File: src/verilog/rtc_pkg.sv
// Shared constants of the real-time clock core
package rtc_pkg;
    localparam int ADDR_W = 8;
    localparam int DATA_W = 8;
    typedef logic [DATA_W-1:0] byte_type;
    // Time array indices, also the register offsets 00..06
    localparam logic [2:0] T_SEC = 3'h0;
    localparam logic [2:0] T_MIN = 3'h1;
    localparam logic [2:0] T_HOUR = 3'h2;
    localparam logic [2:0] T_DAY = 3'h3;
    localparam logic [2:0] T_MONTH = 3'h4;
    localparam logic [2:0] T_YEAR = 3'h5;
    localparam logic [2:0] T_WDAY = 3'h6;
    localparam logic [7:0] A_WDAY = 8'h06;
    localparam logic [7:0] A_CTRL = 8'h07;
    localparam logic [7:0] A_STAT = 8'h08;
    localparam logic [7:0] A_MASK = 8'h09;
    localparam logic [7:0] A_VDD_TRIP = 8'h0a;
    localparam logic [7:0] A_BAT_TRIP = 8'h0b;
    localparam logic [7:0] A_TEMP_LO = 8'h0c;
    localparam logic [7:0] A_TEMP_HI = 8'h0d;
    localparam logic [7:0] A_BUS_STARTS = 8'h0e;
    // Blocks of eight, low three address bits index the entry
    localparam logic [4:0] B_ALARM = 5'h02;
    localparam logic [4:0] B_DST = 5'h03;
    localparam logic [4:0] B_TS_TO_BAT = 5'h04;
    localparam logic [4:0] B_TS_TO_VDD = 5'h05;
    localparam int ALARM_N = 4;
    localparam int DST_N = 6;
    localparam int TS_N = 6;
    localparam int SRAM_DEPTH = 128;
    // Control register fields
    localparam int CTRL_SEL_LSB = 0;
    localparam int CTRL_SEL_W = 4;
    localparam int CTRL_ALM_EN = 4;
    localparam int CTRL_ALM_REPEAT = 5;
    localparam int CTRL_DST_EN = 6;
    localparam byte_type CTRL_RESET = 8'h01;
    localparam logic [3:0] SEL_IRQ = 4'h0;
    localparam logic [3:0] SEL_OSC = 4'h1;
    // Status bits
    localparam int ST_ALARM = 0;
    localparam int ST_VDD_FAIL = 1;
    localparam int ST_BAT_LOW = 2;
    localparam int ST_TO_BAT = 3;
    localparam int ST_TO_VDD = 4;
    localparam int ST_W = 5;
    localparam int ALM_EN_BIT = 7;
    localparam byte_type DAY_RESET = 8'h01;
    localparam byte_type MONTH_RESET = 8'h01;
    localparam int OSC_DIV_W = 15;
endpackage : rtc_pkg

File: src/verilog/fout_if.sv
// Oscillator divider hookup between core and divider
`timescale 1ns/1ps
interface fout_if;
    logic osc_rise;
    logic osc_lvl;
    logic [3:0] sel;
    logic sec_tick;
    logic fout;
    modport div (input osc_rise, input osc_lvl, input sel,
                 output sec_tick, output fout);
    modport core (output osc_rise, output osc_lvl, output sel,
                  input sec_tick, input fout);
endinterface : fout_if

File: src/verilog/sync2.sv
// Two-flop synchroniser for asynchronous inputs
`timescale 1ns/1ps
module sync2 #(
    parameter int W = 1
) (
    input wire logic clk,
    input wire logic rst_n,
    input wire logic [W-1:0] d,
    output logic [W-1:0] q
);
    logic [W-1:0] meta_q;

    always_ff @(posedge clk or negedge rst_n) begin
        if (!rst_n) begin
            meta_q <= '0;
            q <= '0;
        end else begin
            meta_q <= d;
            q <= meta_q;
        end
    end
endmodule : sync2

File: src/verilog/fout_div.sv
// Oscillator divider: seconds tick and selectable output
`timescale 1ns/1ps
module fout_div (
    input wire logic clk,
    input wire logic rst_n,
    fout_if.div bus
);
    logic [rtc_pkg::OSC_DIV_W-1:0] cnt_q;
    logic [3:0] bit_idx;

    assign bit_idx = bus.sel - 4'h2;

    always_ff @(posedge clk or negedge rst_n) begin
        if (!rst_n) begin
            cnt_q <= '0;
        end else if (bus.osc_rise) begin
            cnt_q <= cnt_q + 15'h0001;
        end
    end

    always_ff @(posedge clk or negedge rst_n) begin
        if (!rst_n) begin
            bus.sec_tick <= 1'b0;
        end else begin
            bus.sec_tick <= bus.osc_rise && (&cnt_q);
        end
    end

    // Every output frequency but the raw oscillator is a tap of the same counter
    always_ff @(posedge clk or negedge rst_n) begin
        if (!rst_n) begin
            bus.fout <= 1'b1;
        end else if (bus.sel == rtc_pkg::SEL_IRQ) begin
            bus.fout <= 1'b1;
        end else if (bus.sel == rtc_pkg::SEL_OSC) begin
            bus.fout <= bus.osc_lvl;
        end else begin
            bus.fout <= cnt_q[bit_idx];
        end
    end
endmodule : fout_div

File: src/verilog/rtc_core.sv
// Real-time clock core with calendar, alarm, monitors and user memory
`timescale 1ns/1ps
module rtc_core (
    input wire logic clk_sys,
    input wire logic rst_n,
    input wire logic [7:0] addr,
    input wire logic [7:0] wdata,
    input wire logic wr,
    input wire logic rd,
    output logic [7:0] rdata,
    input wire logic osc_clk,
    input wire logic on_backup,
    input wire logic scl_in,
    input wire logic sda_in,
    output logic sda_oe_n,
    output logic alarm_or_clock_out_pin_oe_n,
    output logic irq,
    input wire logic [7:0] vdd_level,
    input wire logic [7:0] bat_level,
    input wire logic [9:0] temp_code
);
    localparam int SW = 30;

    logic [1:0] rst_pipe_q;
    logic rst_sync_n;
    logic [SW-1:0] raw;
    logic [SW-1:0] syn;
    logic osc_s;
    logic bkp_s;
    logic scl_s;
    logic sda_s;
    logic [7:0] vdd_s;
    logic [7:0] bat_s;
    logic [9:0] temp_s;
    logic osc_prev_q;
    logic bkp_prev_q;
    logic sda_prev_q;
    logic host_wr;
    logic host_rd;
    logic to_bat;
    logic to_vdd;
    logic tick_d1_q;
    rtc_pkg::byte_type time_q [0:6];
    rtc_pkg::byte_type time_d [0:6];
    rtc_pkg::byte_type alarm_q [0:rtc_pkg::ALARM_N-1];
    rtc_pkg::byte_type dst_q [0:rtc_pkg::DST_N-1];
    rtc_pkg::byte_type ts_bat_q [0:rtc_pkg::TS_N-1];
    rtc_pkg::byte_type ts_vdd_q [0:rtc_pkg::TS_N-1];
    rtc_pkg::byte_type sram_q [0:rtc_pkg::SRAM_DEPTH-1];
    rtc_pkg::byte_type ctrl_q;
    rtc_pkg::byte_type vdd_trip_q;
    rtc_pkg::byte_type bat_trip_q;
    rtc_pkg::byte_type bus_starts_q;
    logic [rtc_pkg::ST_W-1:0] stat_q;
    logic [rtc_pkg::ST_W-1:0] stat_d;
    logic [rtc_pkg::ST_W-1:0] mask_q;
    logic [rtc_pkg::ST_W-1:0] set_vec;
    logic [rtc_pkg::ST_W-1:0] clr_vec;
    logic dst_active_q;
    logic dst_active_d;
    logic alarm_hit;
    logic vdd_low_q;
    logic bat_low_q;
    logic vdd_low;
    logic bat_low;
    logic in_time;
    logic [4:0] blk;
    logic [2:0] idx;

    fout_if fo ();

    function automatic rtc_pkg::byte_type days_in_month(
        input rtc_pkg::byte_type m, input rtc_pkg::byte_type y);
        rtc_pkg::byte_type n;
        n = 8'h1f;
        if (m == 8'h02) begin
            // Years 2000..2099: every fourth year is a leap year
            n = (y[1:0] == 2'h0) ? 8'h1d : 8'h1c;
        end else if (m == 8'h04 || m == 8'h06 || m == 8'h09 ||
                     m == 8'h0b) begin
            n = 8'h1e;
        end
        return n;
    endfunction : days_in_month

    function automatic logic field_ok(input rtc_pkg::byte_type a,
                                      input rtc_pkg::byte_type t);
        return !a[rtc_pkg::ALM_EN_BIT] || (a[6:0] == t[6:0]);
    endfunction : field_ok

    always_ff @(posedge clk_sys or negedge rst_n) begin
        if (!rst_n) begin
            rst_pipe_q <= 2'h0;
        end else begin
            rst_pipe_q <= {rst_pipe_q[0], 1'b1};
        end
    end
    assign rst_sync_n = rst_pipe_q[1];

    // Multi-bit levels change slowly; a torn sample lasts one cycle
    assign raw = {temp_code, bat_level, vdd_level, sda_in, scl_in,
                  on_backup, osc_clk};

    sync2 #(.W(SW)) u_sync (
        .clk(clk_sys),
        .rst_n(rst_sync_n),
        .d(raw),
        .q(syn)
    );

    assign osc_s = syn[0];
    assign bkp_s = syn[1];
    assign scl_s = syn[2];
    assign sda_s = syn[3];
    assign vdd_s = syn[11:4];
    assign bat_s = syn[19:12];
    assign temp_s = syn[29:20];

    always_ff @(posedge clk_sys or negedge rst_sync_n) begin
        if (!rst_sync_n) begin
            osc_prev_q <= 1'b0;
            bkp_prev_q <= 1'b0;
            sda_prev_q <= 1'b1;
            tick_d1_q <= 1'b0;
        end else begin
            osc_prev_q <= osc_s;
            bkp_prev_q <= bkp_s;
            sda_prev_q <= sda_s;
            tick_d1_q <= fo.sec_tick;
        end
    end

    assign to_bat = bkp_s && !bkp_prev_q;
    assign to_vdd = !bkp_s && bkp_prev_q;
    // Host path is dead on backup supply
    assign host_wr = wr && !bkp_s;
    assign host_rd = rd && !bkp_s;
    assign blk = addr[7:3];
    assign idx = addr[2:0];
    assign in_time = (addr <= rtc_pkg::A_WDAY);

    assign fo.osc_rise = osc_s && !osc_prev_q;
    assign fo.osc_lvl = osc_s;
    assign fo.sel = ctrl_q[rtc_pkg::CTRL_SEL_LSB +: rtc_pkg::CTRL_SEL_W];

    fout_div u_div (
        .clk(clk_sys),
        .rst_n(rst_sync_n),
        .bus(fo.div)
    );

    // Calendar advance, then host writes override one field
    always_comb begin
        time_d = time_q;
        dst_active_d = dst_active_q;
        if (fo.sec_tick) begin
            if (time_q[rtc_pkg::T_SEC] != 8'h3b) begin
                time_d[rtc_pkg::T_SEC] =
                    time_q[rtc_pkg::T_SEC] + 8'h01;
            end else begin
                time_d[rtc_pkg::T_SEC] = 8'h00;
                if (time_q[rtc_pkg::T_MIN] != 8'h3b) begin
                    time_d[rtc_pkg::T_MIN] = time_q[rtc_pkg::T_MIN] + 8'h01;
                end else begin
                    time_d[rtc_pkg::T_MIN] = 8'h00;
                    if (time_q[rtc_pkg::T_HOUR] != 8'h17) begin
                        time_d[rtc_pkg::T_HOUR] =
                            time_q[rtc_pkg::T_HOUR] + 8'h01;
                        // Forward shift cannot land past 23:00
                        if (ctrl_q[rtc_pkg::CTRL_DST_EN] && !dst_active_q &&
                            time_q[rtc_pkg::T_MONTH] == dst_q[0] &&
                            time_q[rtc_pkg::T_DAY] == dst_q[1] &&
                            time_d[rtc_pkg::T_HOUR] == dst_q[2] &&
                            time_d[rtc_pkg::T_HOUR] != 8'h17) begin
                            time_d[rtc_pkg::T_HOUR] =
                                time_q[rtc_pkg::T_HOUR] + 8'h02;
                            dst_active_d = 1'b1;
                        end else if (ctrl_q[rtc_pkg::CTRL_DST_EN] &&
                            dst_active_q &&
                            time_q[rtc_pkg::T_MONTH] == dst_q[3] &&
                            time_q[rtc_pkg::T_DAY] == dst_q[4] &&
                            time_d[rtc_pkg::T_HOUR] == dst_q[5]) begin
                            time_d[rtc_pkg::T_HOUR] =
                                time_q[rtc_pkg::T_HOUR];
                            dst_active_d = 1'b0;
                        end
                    end else begin
                        time_d[rtc_pkg::T_HOUR] = 8'h00;
                        time_d[rtc_pkg::T_WDAY] =
                            (time_q[rtc_pkg::T_WDAY] == 8'h06) ? 8'h00 :
                            time_q[rtc_pkg::T_WDAY] + 8'h01;
                        if (time_q[rtc_pkg::T_DAY] !=
                            days_in_month(time_q[rtc_pkg::T_MONTH],
                                          time_q[rtc_pkg::T_YEAR])) begin
                            time_d[rtc_pkg::T_DAY] =
                                time_q[rtc_pkg::T_DAY] + 8'h01;
                        end else begin
                            time_d[rtc_pkg::T_DAY] = 8'h01;
                            if (time_q[rtc_pkg::T_MONTH] != 8'h0c) begin
                                time_d[rtc_pkg::T_MONTH] =
                                    time_q[rtc_pkg::T_MONTH] + 8'h01;
                            end else begin
                                time_d[rtc_pkg::T_MONTH] = 8'h01;
                                time_d[rtc_pkg::T_YEAR] =
                                    (time_q[rtc_pkg::T_YEAR] == 8'h63) ?
                                    8'h00 : time_q[rtc_pkg::T_YEAR] + 8'h01;
                            end
                        end
                    end
                end
            end
        end
        if (host_wr && in_time) begin
            time_d[idx] = wdata;
        end
    end

    always_ff @(posedge clk_sys or negedge rst_sync_n) begin
        if (!rst_sync_n) begin
            for (int i = 0; i < 7; i++) begin
                time_q[i] <= 8'h00;
            end
            time_q[rtc_pkg::T_DAY] <= rtc_pkg::DAY_RESET;
            time_q[rtc_pkg::T_MONTH] <= rtc_pkg::MONTH_RESET;
            dst_active_q <= 1'b0;
        end else begin
            time_q <= time_d;
            dst_active_q <= dst_active_d;
        end
    end

    // Host-written settings
    always_ff @(posedge clk_sys or negedge rst_sync_n) begin
        if (!rst_sync_n) begin
            mask_q <= '0;
            vdd_trip_q <= 8'h00;
            bat_trip_q <= 8'h00;
            for (int i = 0; i < rtc_pkg::ALARM_N; i++) begin
                alarm_q[i] <= 8'h00;
            end
            for (int i = 0; i < rtc_pkg::DST_N; i++) begin
                dst_q[i] <= 8'h00;
            end
        end else if (host_wr) begin
            if (addr == rtc_pkg::A_MASK) begin
                mask_q <= wdata[rtc_pkg::ST_W-1:0];
            end else if (addr == rtc_pkg::A_VDD_TRIP) begin
                vdd_trip_q <= wdata;
            end else if (addr == rtc_pkg::A_BAT_TRIP) begin
                bat_trip_q <= wdata;
            end else if (blk == rtc_pkg::B_ALARM &&
                         idx < 3'(rtc_pkg::ALARM_N)) begin
                alarm_q[idx[1:0]] <= wdata;
            end else if (blk == rtc_pkg::B_DST &&
                         idx < 3'(rtc_pkg::DST_N)) begin
                dst_q[idx] <= wdata;
            end
        end
    end

    // Selected frequency defaults to the raw oscillator
    always_ff @(posedge clk_sys or negedge rst_sync_n) begin
        if (!rst_sync_n) begin
            ctrl_q <= rtc_pkg::CTRL_RESET;
        end else begin
            if (host_wr && addr == rtc_pkg::A_CTRL) begin
                ctrl_q <= wdata;
            end
            // A one-time alarm disarms itself once it fires
            if (alarm_hit && !ctrl_q[rtc_pkg::CTRL_ALM_REPEAT]) begin
                ctrl_q[rtc_pkg::CTRL_ALM_EN] <= 1'b0;
            end
        end
    end

    // Alarm compared one cycle after the time has advanced
    assign alarm_hit = tick_d1_q && ctrl_q[rtc_pkg::CTRL_ALM_EN] &&
        field_ok(alarm_q[0], time_q[rtc_pkg::T_SEC]) &&
        field_ok(alarm_q[1], time_q[rtc_pkg::T_MIN]) &&
        field_ok(alarm_q[2], time_q[rtc_pkg::T_HOUR]) &&
        field_ok(alarm_q[3], time_q[rtc_pkg::T_DAY]);

    assign vdd_low = vdd_s < vdd_trip_q;
    assign bat_low = bat_s < bat_trip_q;

    always_ff @(posedge clk_sys or negedge rst_sync_n) begin
        if (!rst_sync_n) begin
            vdd_low_q <= 1'b0;
            bat_low_q <= 1'b0;
        end else begin
            vdd_low_q <= vdd_low;
            bat_low_q <= bat_low;
        end
    end

    always_comb begin
        set_vec = '0;
        set_vec[rtc_pkg::ST_ALARM] = alarm_hit;
        set_vec[rtc_pkg::ST_VDD_FAIL] = vdd_low && !vdd_low_q;
        set_vec[rtc_pkg::ST_BAT_LOW] = bat_low && !bat_low_q;
        set_vec[rtc_pkg::ST_TO_BAT] = to_bat;
        set_vec[rtc_pkg::ST_TO_VDD] = to_vdd;
        clr_vec = '0;
        if (host_wr && addr == rtc_pkg::A_STAT) begin
            clr_vec = wdata[rtc_pkg::ST_W-1:0];
        end
        // A new event outlasts a clear in the same cycle
        stat_d = (stat_q & ~clr_vec) | set_vec;
    end

    always_ff @(posedge clk_sys or negedge rst_sync_n) begin
        if (!rst_sync_n) begin
            stat_q <= '0;
            irq <= 1'b0;
        end else begin
            stat_q <= stat_d;
            irq <= |(stat_d & mask_q);
        end
    end

    // Mode follows the frequency select field
    always_ff @(posedge clk_sys or negedge rst_sync_n) begin
        if (!rst_sync_n) begin
            alarm_or_clock_out_pin_oe_n <= 1'b1;
        end else if (fo.sel == rtc_pkg::SEL_IRQ) begin
            alarm_or_clock_out_pin_oe_n <= !irq;
        end else begin
            alarm_or_clock_out_pin_oe_n <= fo.fout;
        end
    end

    // Supply switchover time stamps, weekday not kept
    always_ff @(posedge clk_sys or negedge rst_sync_n) begin
        if (!rst_sync_n) begin
            for (int i = 0; i < rtc_pkg::TS_N; i++) begin
                ts_bat_q[i] <= 8'h00;
                ts_vdd_q[i] <= 8'h00;
            end
        end else begin
            for (int i = 0; i < rtc_pkg::TS_N; i++) begin
                if (to_bat) begin
                    ts_bat_q[i] <= time_q[i];
                end
                if (to_vdd) begin
                    ts_vdd_q[i] <= time_q[i];
                end
            end
        end
    end

    // Start conditions seen on the serial pins, main power only
    always_ff @(posedge clk_sys or negedge rst_sync_n) begin
        if (!rst_sync_n) begin
            bus_starts_q <= 8'h00;
            sda_oe_n <= 1'b1;
        end else begin
            if (!bkp_s && scl_s && sda_prev_q && !sda_s) begin
                bus_starts_q <= bus_starts_q + 8'h01;
            end
            sda_oe_n <= 1'b1;
        end
    end

    // User memory has no reset so it survives supply changes
    always_ff @(posedge clk_sys) begin
        if (host_wr && addr[7]) begin
            sram_q[addr[6:0]] <= wdata;
        end
    end

    always_ff @(posedge clk_sys or negedge rst_sync_n) begin
        if (!rst_sync_n) begin
            rdata <= 8'h00;
        end else if (!host_rd) begin
            rdata <= 8'h00;
        end else if (addr[7]) begin
            rdata <= sram_q[addr[6:0]];
        end else if (in_time) begin
            rdata <= time_q[idx];
        end else if (addr == rtc_pkg::A_CTRL) begin
            rdata <= ctrl_q;
        end else if (addr == rtc_pkg::A_STAT) begin
            rdata <= 8'(stat_q);
        end else if (addr == rtc_pkg::A_MASK) begin
            rdata <= 8'(mask_q);
        end else if (addr == rtc_pkg::A_VDD_TRIP) begin
            rdata <= vdd_trip_q;
        end else if (addr == rtc_pkg::A_BAT_TRIP) begin
            rdata <= bat_trip_q;
        end else if (addr == rtc_pkg::A_TEMP_LO) begin
            rdata <= temp_s[7:0];
        end else if (addr == rtc_pkg::A_TEMP_HI) begin
            rdata <= {6'h00, temp_s[9:8]};
        end else if (addr == rtc_pkg::A_BUS_STARTS) begin
            rdata <= bus_starts_q;
        end else if (blk == rtc_pkg::B_ALARM &&
                     idx < 3'(rtc_pkg::ALARM_N)) begin
            rdata <= alarm_q[idx[1:0]];
        end else if (blk == rtc_pkg::B_DST && idx < 3'(rtc_pkg::DST_N)) begin
            rdata <= dst_q[idx];
        end else if (blk == rtc_pkg::B_TS_TO_BAT &&
                     idx < 3'(rtc_pkg::TS_N)) begin
            rdata <= ts_bat_q[idx];
        end else if (blk == rtc_pkg::B_TS_TO_VDD &&
                     idx < 3'(rtc_pkg::TS_N)) begin
            rdata <= ts_vdd_q[idx];
        end else begin
            rdata <= 8'h00;
        end
    end
endmodule : rtc_core

File: config.mk
export PLATFORM = sky130hd
export DESIGN_NAME = rtc_core
export DESIGN_NICKNAME = d
export VERILOG_FILES = /design/src/verilog/rtc_pkg.sv /design/src/verilog/fout_if.sv /design/src/verilog/sync2.sv /design/src/verilog/fout_div.sv /design/src/verilog/rtc_core.sv
export SDC_FILE = /design/constraint.sdc
export NUM_CORES = 2
export LEC_CHECK = 0
export BUFFER_PORTS_ARGS = -buffer_cell sky130_fd_sc_hd__buf_2
export CAP_MARGIN = 20
export CORE_MARGIN = 1
export CORE_UTILIZATION = 31
export DETAILED_ROUTE_END_ITERATION = 10
export GPL_ROUTABILITY_DRIVEN = 0
export PLACE_DENSITY = 0.57
export SLEW_MARGIN = 20
export SYNTH_ARGS = -nofsm -noshare
export SYNTH_HDL_FRONTEND = slang
export SYNTH_SLANG_ARGS = --single-unit
export TNS_END_PERCENT = 20
File: constraint.sdc
create_clock -name clk_sys -period 21.8 [get_ports clk_sys]
set_input_delay 1.09 -clock clk_sys [delete_from_list [all_inputs] [get_ports clk_sys]]
set_output_delay 1.09 -clock clk_sys [all_outputs]
set_load 0.02 [all_outputs]
-- Word-level counts from Yosys, hierarchy flattened
Memory sizes are Yosys's and may differ from the RTL's.
Index checks and enable logic that the tools add are counted.
- bits in registers: 370
- bits in writable memories: 1024
- word-level logic and storage cells: 262
- memories kept: 1
- add/subtract/negate cells: 11
- magnitude comparators: 10
- equality and inequality tests: 36
- muxes and demuxes: 72
- bitwise gates (word level): 12
- reduce and logical (&&, ||, !) cells: 68
- memories (name ; words ; bits a word ; rd ports ; clocked after memory_dff ; write ports ; RTL line ; source):
    sram_q ; 128 ; 8 ; 1 ; 0 ; 1 ; rtc_core.sv:49 ; rtc_pkg::byte_type sram_q [0:rtc_pkg::SRAM_DEPTH-1];
- operators by type and width (kind ; number):
    8-bit 2-to-1 mux ; 41
    56-bit 2-to-1 mux ; 2
    8-bit binary-select mux with 3-bit select ; 4
    8-bit by 4-bit equality test with 1-bit output, second input constant ; 9
    8-bit by 1-bit adder with 8-bit output, second input constant ; 8
    56-bit bitwise mux ; 1
    48-bit bitwise mux ; 1
    8-bit equality test ; 6
    48-bit 2-to-1 mux ; 1
    40-bit 2-to-1 mux ; 1
    1-bit logical AND ; 36
    32-bit bitwise mux ; 1
    8-bit by 3-bit equality test with 1-bit output, second input constant ; 4
    32-bit 2-to-1 mux ; 1
    7-bit equality test ; 4
    8-bit demux with 3-bit select ; 1
    8-bit binary-select mux with 2-bit select ; 1
    8-bit demux with 2-bit select ; 1
    8-bit < comparator ; 2
    16-bit 2-to-1 mux ; 1
    8-bit by 5-bit != test with 1-bit output, second input constant ; 2
    8-bit by 6-bit != test with 1-bit output, second input constant ; 2
    15-bit by 1-bit adder with 15-bit output, second input constant ; 1
    15-bit AND reduction ; 1
    37 further kinds ; 77

-- Longest topological paths before layout
- word-level depth: 19
- depth in mapped cells: 15

-- Modules after synthesis
From an unflattened synthesis, not the netlist that was laid out.
- cell total of the unflattened synthesis: 3478
- area, all modules: 58909.0 µm²
- by module, submodules not included (module ; times used ; cells an instance ; area an instance (µm²)):
    rtc_core ; 1 ; 3342 ; 56502.9
    sync2 ; 1 ; 60 ; 1501.4
    fout_div ; 1 ; 76 ; 904.6

-- Worst setup path before layout
Ideal clock, no wire load.
- path type: in2reg
- start: input addr[0]
- end: memory sram_q[73][0] (netlist bit), enable pin
- arrival time: 3536 ps
- required time: 21430 ps
- path slack: 17894 ps
- stages: 11
- path buffers: 7
- cells stage by stage: buf_2 buf_6 buf_2 buf_4 buf_2 nor2b_1 clkbuf_1 and2_1 nand2_1 clkbuf_1 nor2_1
- RTL lines (what ; RTL line ; source):
    from (decl) ; rtc_core.sv:6 ; input wire logic [7:0] addr,
    to (decl) ; rtc_core.sv:49 ;
Straight into the memory's write port.

-- Worst setup path after layout
- start: input addr[1]
- end: register rdata[0]
- cells in the longest elaborated chain, start to end: 19
- elaborated cells between the ends (all ways): 48
- ends and longest elaborated chain (what ; RTL line ; source):
    3-bit NOT with 4-bit output (implied by the code) ; - ;
    8-bit binary-select mux with 3-bit select ; rtc_core.sv:406 ; rdata <= ts_vdd_q[idx];
    8-bit 2-to-1 mux (implied by the code) (2 in series) ; rtc_core.sv:406 ;
    8-bit 2-to-1 mux ; rtc_core.sv:404 ; end else if (blk == rtc_pkg::B_TS_TO_VDD &&
    8-bit 2-to-1 mux ; rtc_core.sv:401 ; end else if (blk == rtc_pkg::B_TS_TO_BAT &&
    8-bit 2-to-1 mux ; rtc_core.sv:399 ; end else if (blk == rtc_pkg::B_DST && idx < 3'(rtc_pkg::DST_N)) begin
    8-bit 2-to-1 mux ; rtc_core.sv:396 ; end else if (blk == rtc_pkg::B_ALARM &&
    8-bit 2-to-1 mux ; rtc_core.sv:394 ; end else if (addr == rtc_pkg::A_BUS_STARTS) begin
    (+2 left out) ; - ;
    8-bit 2-to-1 mux ; rtc_core.sv:388 ; end else if (addr == rtc_pkg::A_BAT_TRIP) begin
    8-bit 2-to-1 mux ; rtc_core.sv:386 ; end else if (addr == rtc_pkg::A_VDD_TRIP) begin
    8-bit 2-to-1 mux ; rtc_core.sv:384 ; end else if (addr == rtc_pkg::A_MASK) begin
    8-bit 2-to-1 mux ; rtc_core.sv:382 ; end else if (addr == rtc_pkg::A_STAT) begin
    8-bit 2-to-1 mux ; rtc_core.sv:380 ; end else if (addr == rtc_pkg::A_CTRL) begin
    8-bit 2-to-1 mux ; rtc_core.sv:378 ; end else if (in_time) begin
    8-bit 2-to-1 mux * ; rtc_core.sv:376 ; end else if (addr[7]) begin
    8-bit 2-to-1 mux * ; rtc_core.sv:374 ; end else if (!host_rd) begin
    to (signal assigned) ; rtc_core.sv:377 ; rdata <= sram_q[addr[6:0]];
    to (signal assigned) ; rtc_core.sv:379 ; rdata <= time_q[idx];
    to (signal assigned) ; rtc_core.sv:381 ; rdata <= ctrl_q;
    to (decl) ; rtc_core.sv:10 ; output logic [7:0] rdata,
Every way passes the cells marked *; elsewhere a longest branch is shown, timed or not. The select of a mux whose other input is x is not followed.
A chain may end at the register's enable or synchronous reset.

==> impl_results.md <==
- Worst setup margin: 16.19 ns
- Syn Area/Cell: 17.1 µm²
- Ys async rst share: 26.5%
- NumNets Final: 3,586
- Slew Limit Fails: 0
- F_max: 178 MHz
- I/O pin count: 61
- Worst Setup Path Type: in -> reg
- Crit. End Element: register
- Placed inst area: 61,800 µm²
- Via count: 32,400
- I/O Buffers: 59
- Clock share of power: 44.2%
- PD cells: 87.7 nW/µm²
- CP peak stage delay: 0.81 ns
- Sequential share of the synthesized area: 68.1%
- Worst path arrival time: 6.24 ns
- Detail Placement HPWL: 104,000 µm
- Final Cell Area: 66,900 µm²
- # fillers: 17,600
- Fraction of layout cells with a size suffix above 1: 25.7%
- Static Leak: 22.4 nW
- Worst-path clk slew: 0.06 ns
- Initial drt markers: 3,510
- CTS Buf Count: 150
- Vert. Die Dim: 437 µm
- Worst slew margin: 24.0%
- Vias in the first global route: 32,800
- Worst skew pair latency: 0.81 ns
- # hold bufs at CTS: 0
- WP buf/inv: 4
- Initial core utilization: 31.2%
- Initial antenna violation count: 6
- Pre-CTS WS: 15.55 ns
- Worst Max-Slew Pin Slew: 1.14 ns
- TritonCTS Sinks: 1,394
- Endpoints failing hold: 0
- Worst VDD drop: 0.0726 mV
- Rows: 159
- Full die area: 191,000 µm²
- Critical-path cell list: buf_8, buf_4, buf_12, buf_4, mux4_2, nand3_1, o21ai_0, a2111oi_0, o31ai_1, a2111oi_0, a311oi_1
- Switching power: 1.35 mW
- Largest net degree at the start of global routing: 112
- Post-route ant nets: 0
- Power Total: 5.87 mW
- H-tree levels: 4
- Setup Skew: 0.0648 ns
- Crit Reg-Reg Endpoint: time_q[13]$_DFF_PN0_
- Max-cap viol count: 0
- Reg2Reg Setup Slack: 17.51 ns
- Cell variety after synth: 72
- Critical path launch point type: input port
- Min Clock Period, post-route: 5.61 ns
- Post-Place Cells: 5,848
- Non-filler cells, final: 6,121
- Post-synth EDFFs: 1,024
- First-pass GRT wire length: 238,000 µm
- R2r worst-path depth: 9
- RSZ-0062 raised after global routing: false
- Maximum fanout along the worst path: 111
- Highest-delay cell along the critical path: buf_4
- Top delay family on crit path: buffers and inverters
- Sw frac: 23.1%
- WL final: 164,000 µm
- DRC: 0
- Resized cells post-CTS: 0
- Post-CTS Setup Inserts: 0
- Setup-failing EPs final: 0
- Global route overflow: 0
- Per-cell routed wire length: 26.8 µm
- Post-Syn Instances: 3,435
- Launching point of the worst reg2reg path: time_q[41]$_DFF_PN0_
- Commonest register cell after synthesis: edfxtp_1
- FF+latch count, synth: 1,394
- Comb pwr share: 5.9%
- Die width: 437 µm
- Bufs on Longest Clock Path: 3
- All-Layer GR Usage: 17.0%
- Worst EP required: 22.42 ns
- Root buffer cell: clkbuf_16
- Final period util: 25.7%
- Placeable Area: 188,000 µm²
- Setup TNS: 0 ns
- Outcome: complete, no violations
- Min-delay worst type: in -> async
- First drt pass iteration count: 7
- Area Growth Syn to Fin: 13.9%
- Syn Std Cell Area: 58,700 µm²
- Int Pwr: 4.52 mW
- CTS tree: built
- Seq pwr share: 49.9%
- YS warnings: 0
- Vias/cell: 5.29
cell type report:
cell class	instances	area, µm²	share of cell area, %
antenna	2	5.00	0.00748
sequential	1394	40000	59.8
tap	2495	3120	4.66
clock inverter	91	1090	1.63
timing repair buffer	133	910	1.36
multi-input combinational	1785	17600	26.3
clock buffer	180	4000	5.98
inverter	41	155	0.232
power by group through the flow:
stage / registers, mW / logic, mW / clock network, mW
3_3_place_gp: 2.98 / 0.344 / 0
6_report: 2.93 / 0.344 / 2.60
2_1_floorplan: 2.98 / 0.202 / 0
3_5_place_dp: 2.98 / 0.347 / 0
5_1_grt: 2.93 / 0.367 / 2.76
4_1_cts: 2.93 / 0.347 / 2.65
metal layers:
layer,part of all wire (%),wire length [µm],global-route usage [%],vias up
li1,-,-,-,13600
met5,0.0067,11,0,-
met1,42,69400,23.2,17400
met2,48,79400,27.5,1109
met3,6.1,10000,3.04,242
met4,3.1,5020,5.39,2
layout by cell type (no fill, tap or decap), types with 18 or more instances in the layout:
| cell | n |
|---|---|
| mux2i_1 | 44 |
| clkinv_1 | 32 |
| mux4_2 | 364 |
| nand3_1 | 60 |
| edfxtp_1 | 1024 |
| clkbuf_1 | 18 |
| a21oi_1 | 88 |
| nor3_1 | 31 |
| dfrtp_1 | 363 |
| nand4_1 | 31 |
| xnor2_1 | 52 |
| inv_1 | 40 |
| buf_2 | 48 |
| a22oi_1 | 19 |
| and3_1 | 23 |
| a31oi_1 | 21 |
| ha_1 | 31 |
| nor2_1 | 245 |
| xor2_1 | 64 |
| clkinv_2 | 25 |
| o21ai_0 | 106 |
| nand2_1 | 180 |
| clkbuf_16 | 152 |
| buf_4 | 81 |
| mux2_2 | 187 |
| nor4_1 | 23 |
worst max-delay path by stage:
stage               cells past startpoint                     end               startpoint
finish                                 11      rdata[0]$_DFF_PN0_                  addr[1]
CTS                                    11      rdata[0]$_DFF_PN0_                  addr[1]
global route                           11      rdata[0]$_DFF_PN0_                  addr[1]
floorplan                               0  alarm_q[0]$_DFFE_PN0P_  rst_pipe_q[1]$_DFF_PN0_
global placement                       11      rdata[1]$_DFF_PN0_                  addr[1]
detailed placement                     11      rdata[0]$_DFF_PN0_                  addr[1]
metrics by stage:
stage | hold WS (ns) | utilization, %
floorplan | 0.331 | -
global placement | 0.333 | 32.9
detailed placement | 0.336 | 32.9
CTS | 0.0180 | 35.6
global route | 0.0376 | 35.6
finish | 0.0715 | 35.6
sequential cells by signal, indices dropped and copies added (netlist names), 2 cells and up:
| register | cells |
|---|---|
| alarm_q | 32 |
| ctrl_q | 8 |
| u_div.cnt_q | 15 |
| u_sync.meta_q | 30 |
| sram_q | 1024 |
| stat_q | 5 |
| vdd_trip_q | 8 |
| time_q | 56 |
| u_sync.q | 30 |
| bat_trip_q | 8 |
| bus_starts_q | 8 |
| rdata | 8 |
| ts_vdd_q | 48 |
| ts_bat_q | 48 |
| mask_q | 5 |
| dst_q | 48 |
| rst_pipe_q | 2 |
Yosys cell counts (12+ instances only):
library cell,instances,area [µm²]
edfxtp_1,1024,30700
a21oi_1,88,440
nand3_1,60,300
nor2_1,247,927
nand4_1,31,194
buf_2,46,230
nand2b_1,17,106
nor2b_1,16,100
xnor2_1,52,455
a22oi_1,19,143
xor2_1,64,561
clkbuf_1,122,458
and3_1,23,144
inv_1,41,154
and2_1,12,75.1
mux4_2,364,8200
mux2i_1,44,440
buf_1,22,82.6
or3_1,14,87.6
nand2_1,181,679
nor3_1,32,160
dfrtp_1,364,9110
mux2_2,187,2110
nor4_1,23,144
buf_4,22,165
ha_1,31,388
a31oi_1,21,131
o21ai_0,106,531
cell families after synthesis:
| logic type | share of synthesized area, % |
|---|---|
| AND/OR/NAND/NOR | 5.74 |
| XOR/XNOR | 1.77 |
| multiplexers | 18.3 |
| AO/OA/AOI/OAI | 3.48 |
| flip-flops | 68.1 |
| buffers and inverters | 1.92 |
| other | 0.00638 |
| adder cells (fa/ha/maj) | 0.660 |
worst reg2reg max path, stage by stage, from the launching register on:
cell	delay [ns]
dfrtp_1	0.71
ha_1	0.29
nand4b_1	0.11
nor4b_2	0.69
and3_1	0.65
nand2_1	0.53
a2111oi_4	0.65
nand4_1	0.18
xor2_1	0.17
o31ai_1	0.20
No activity file was read; power rests on OpenSTA's default activity.
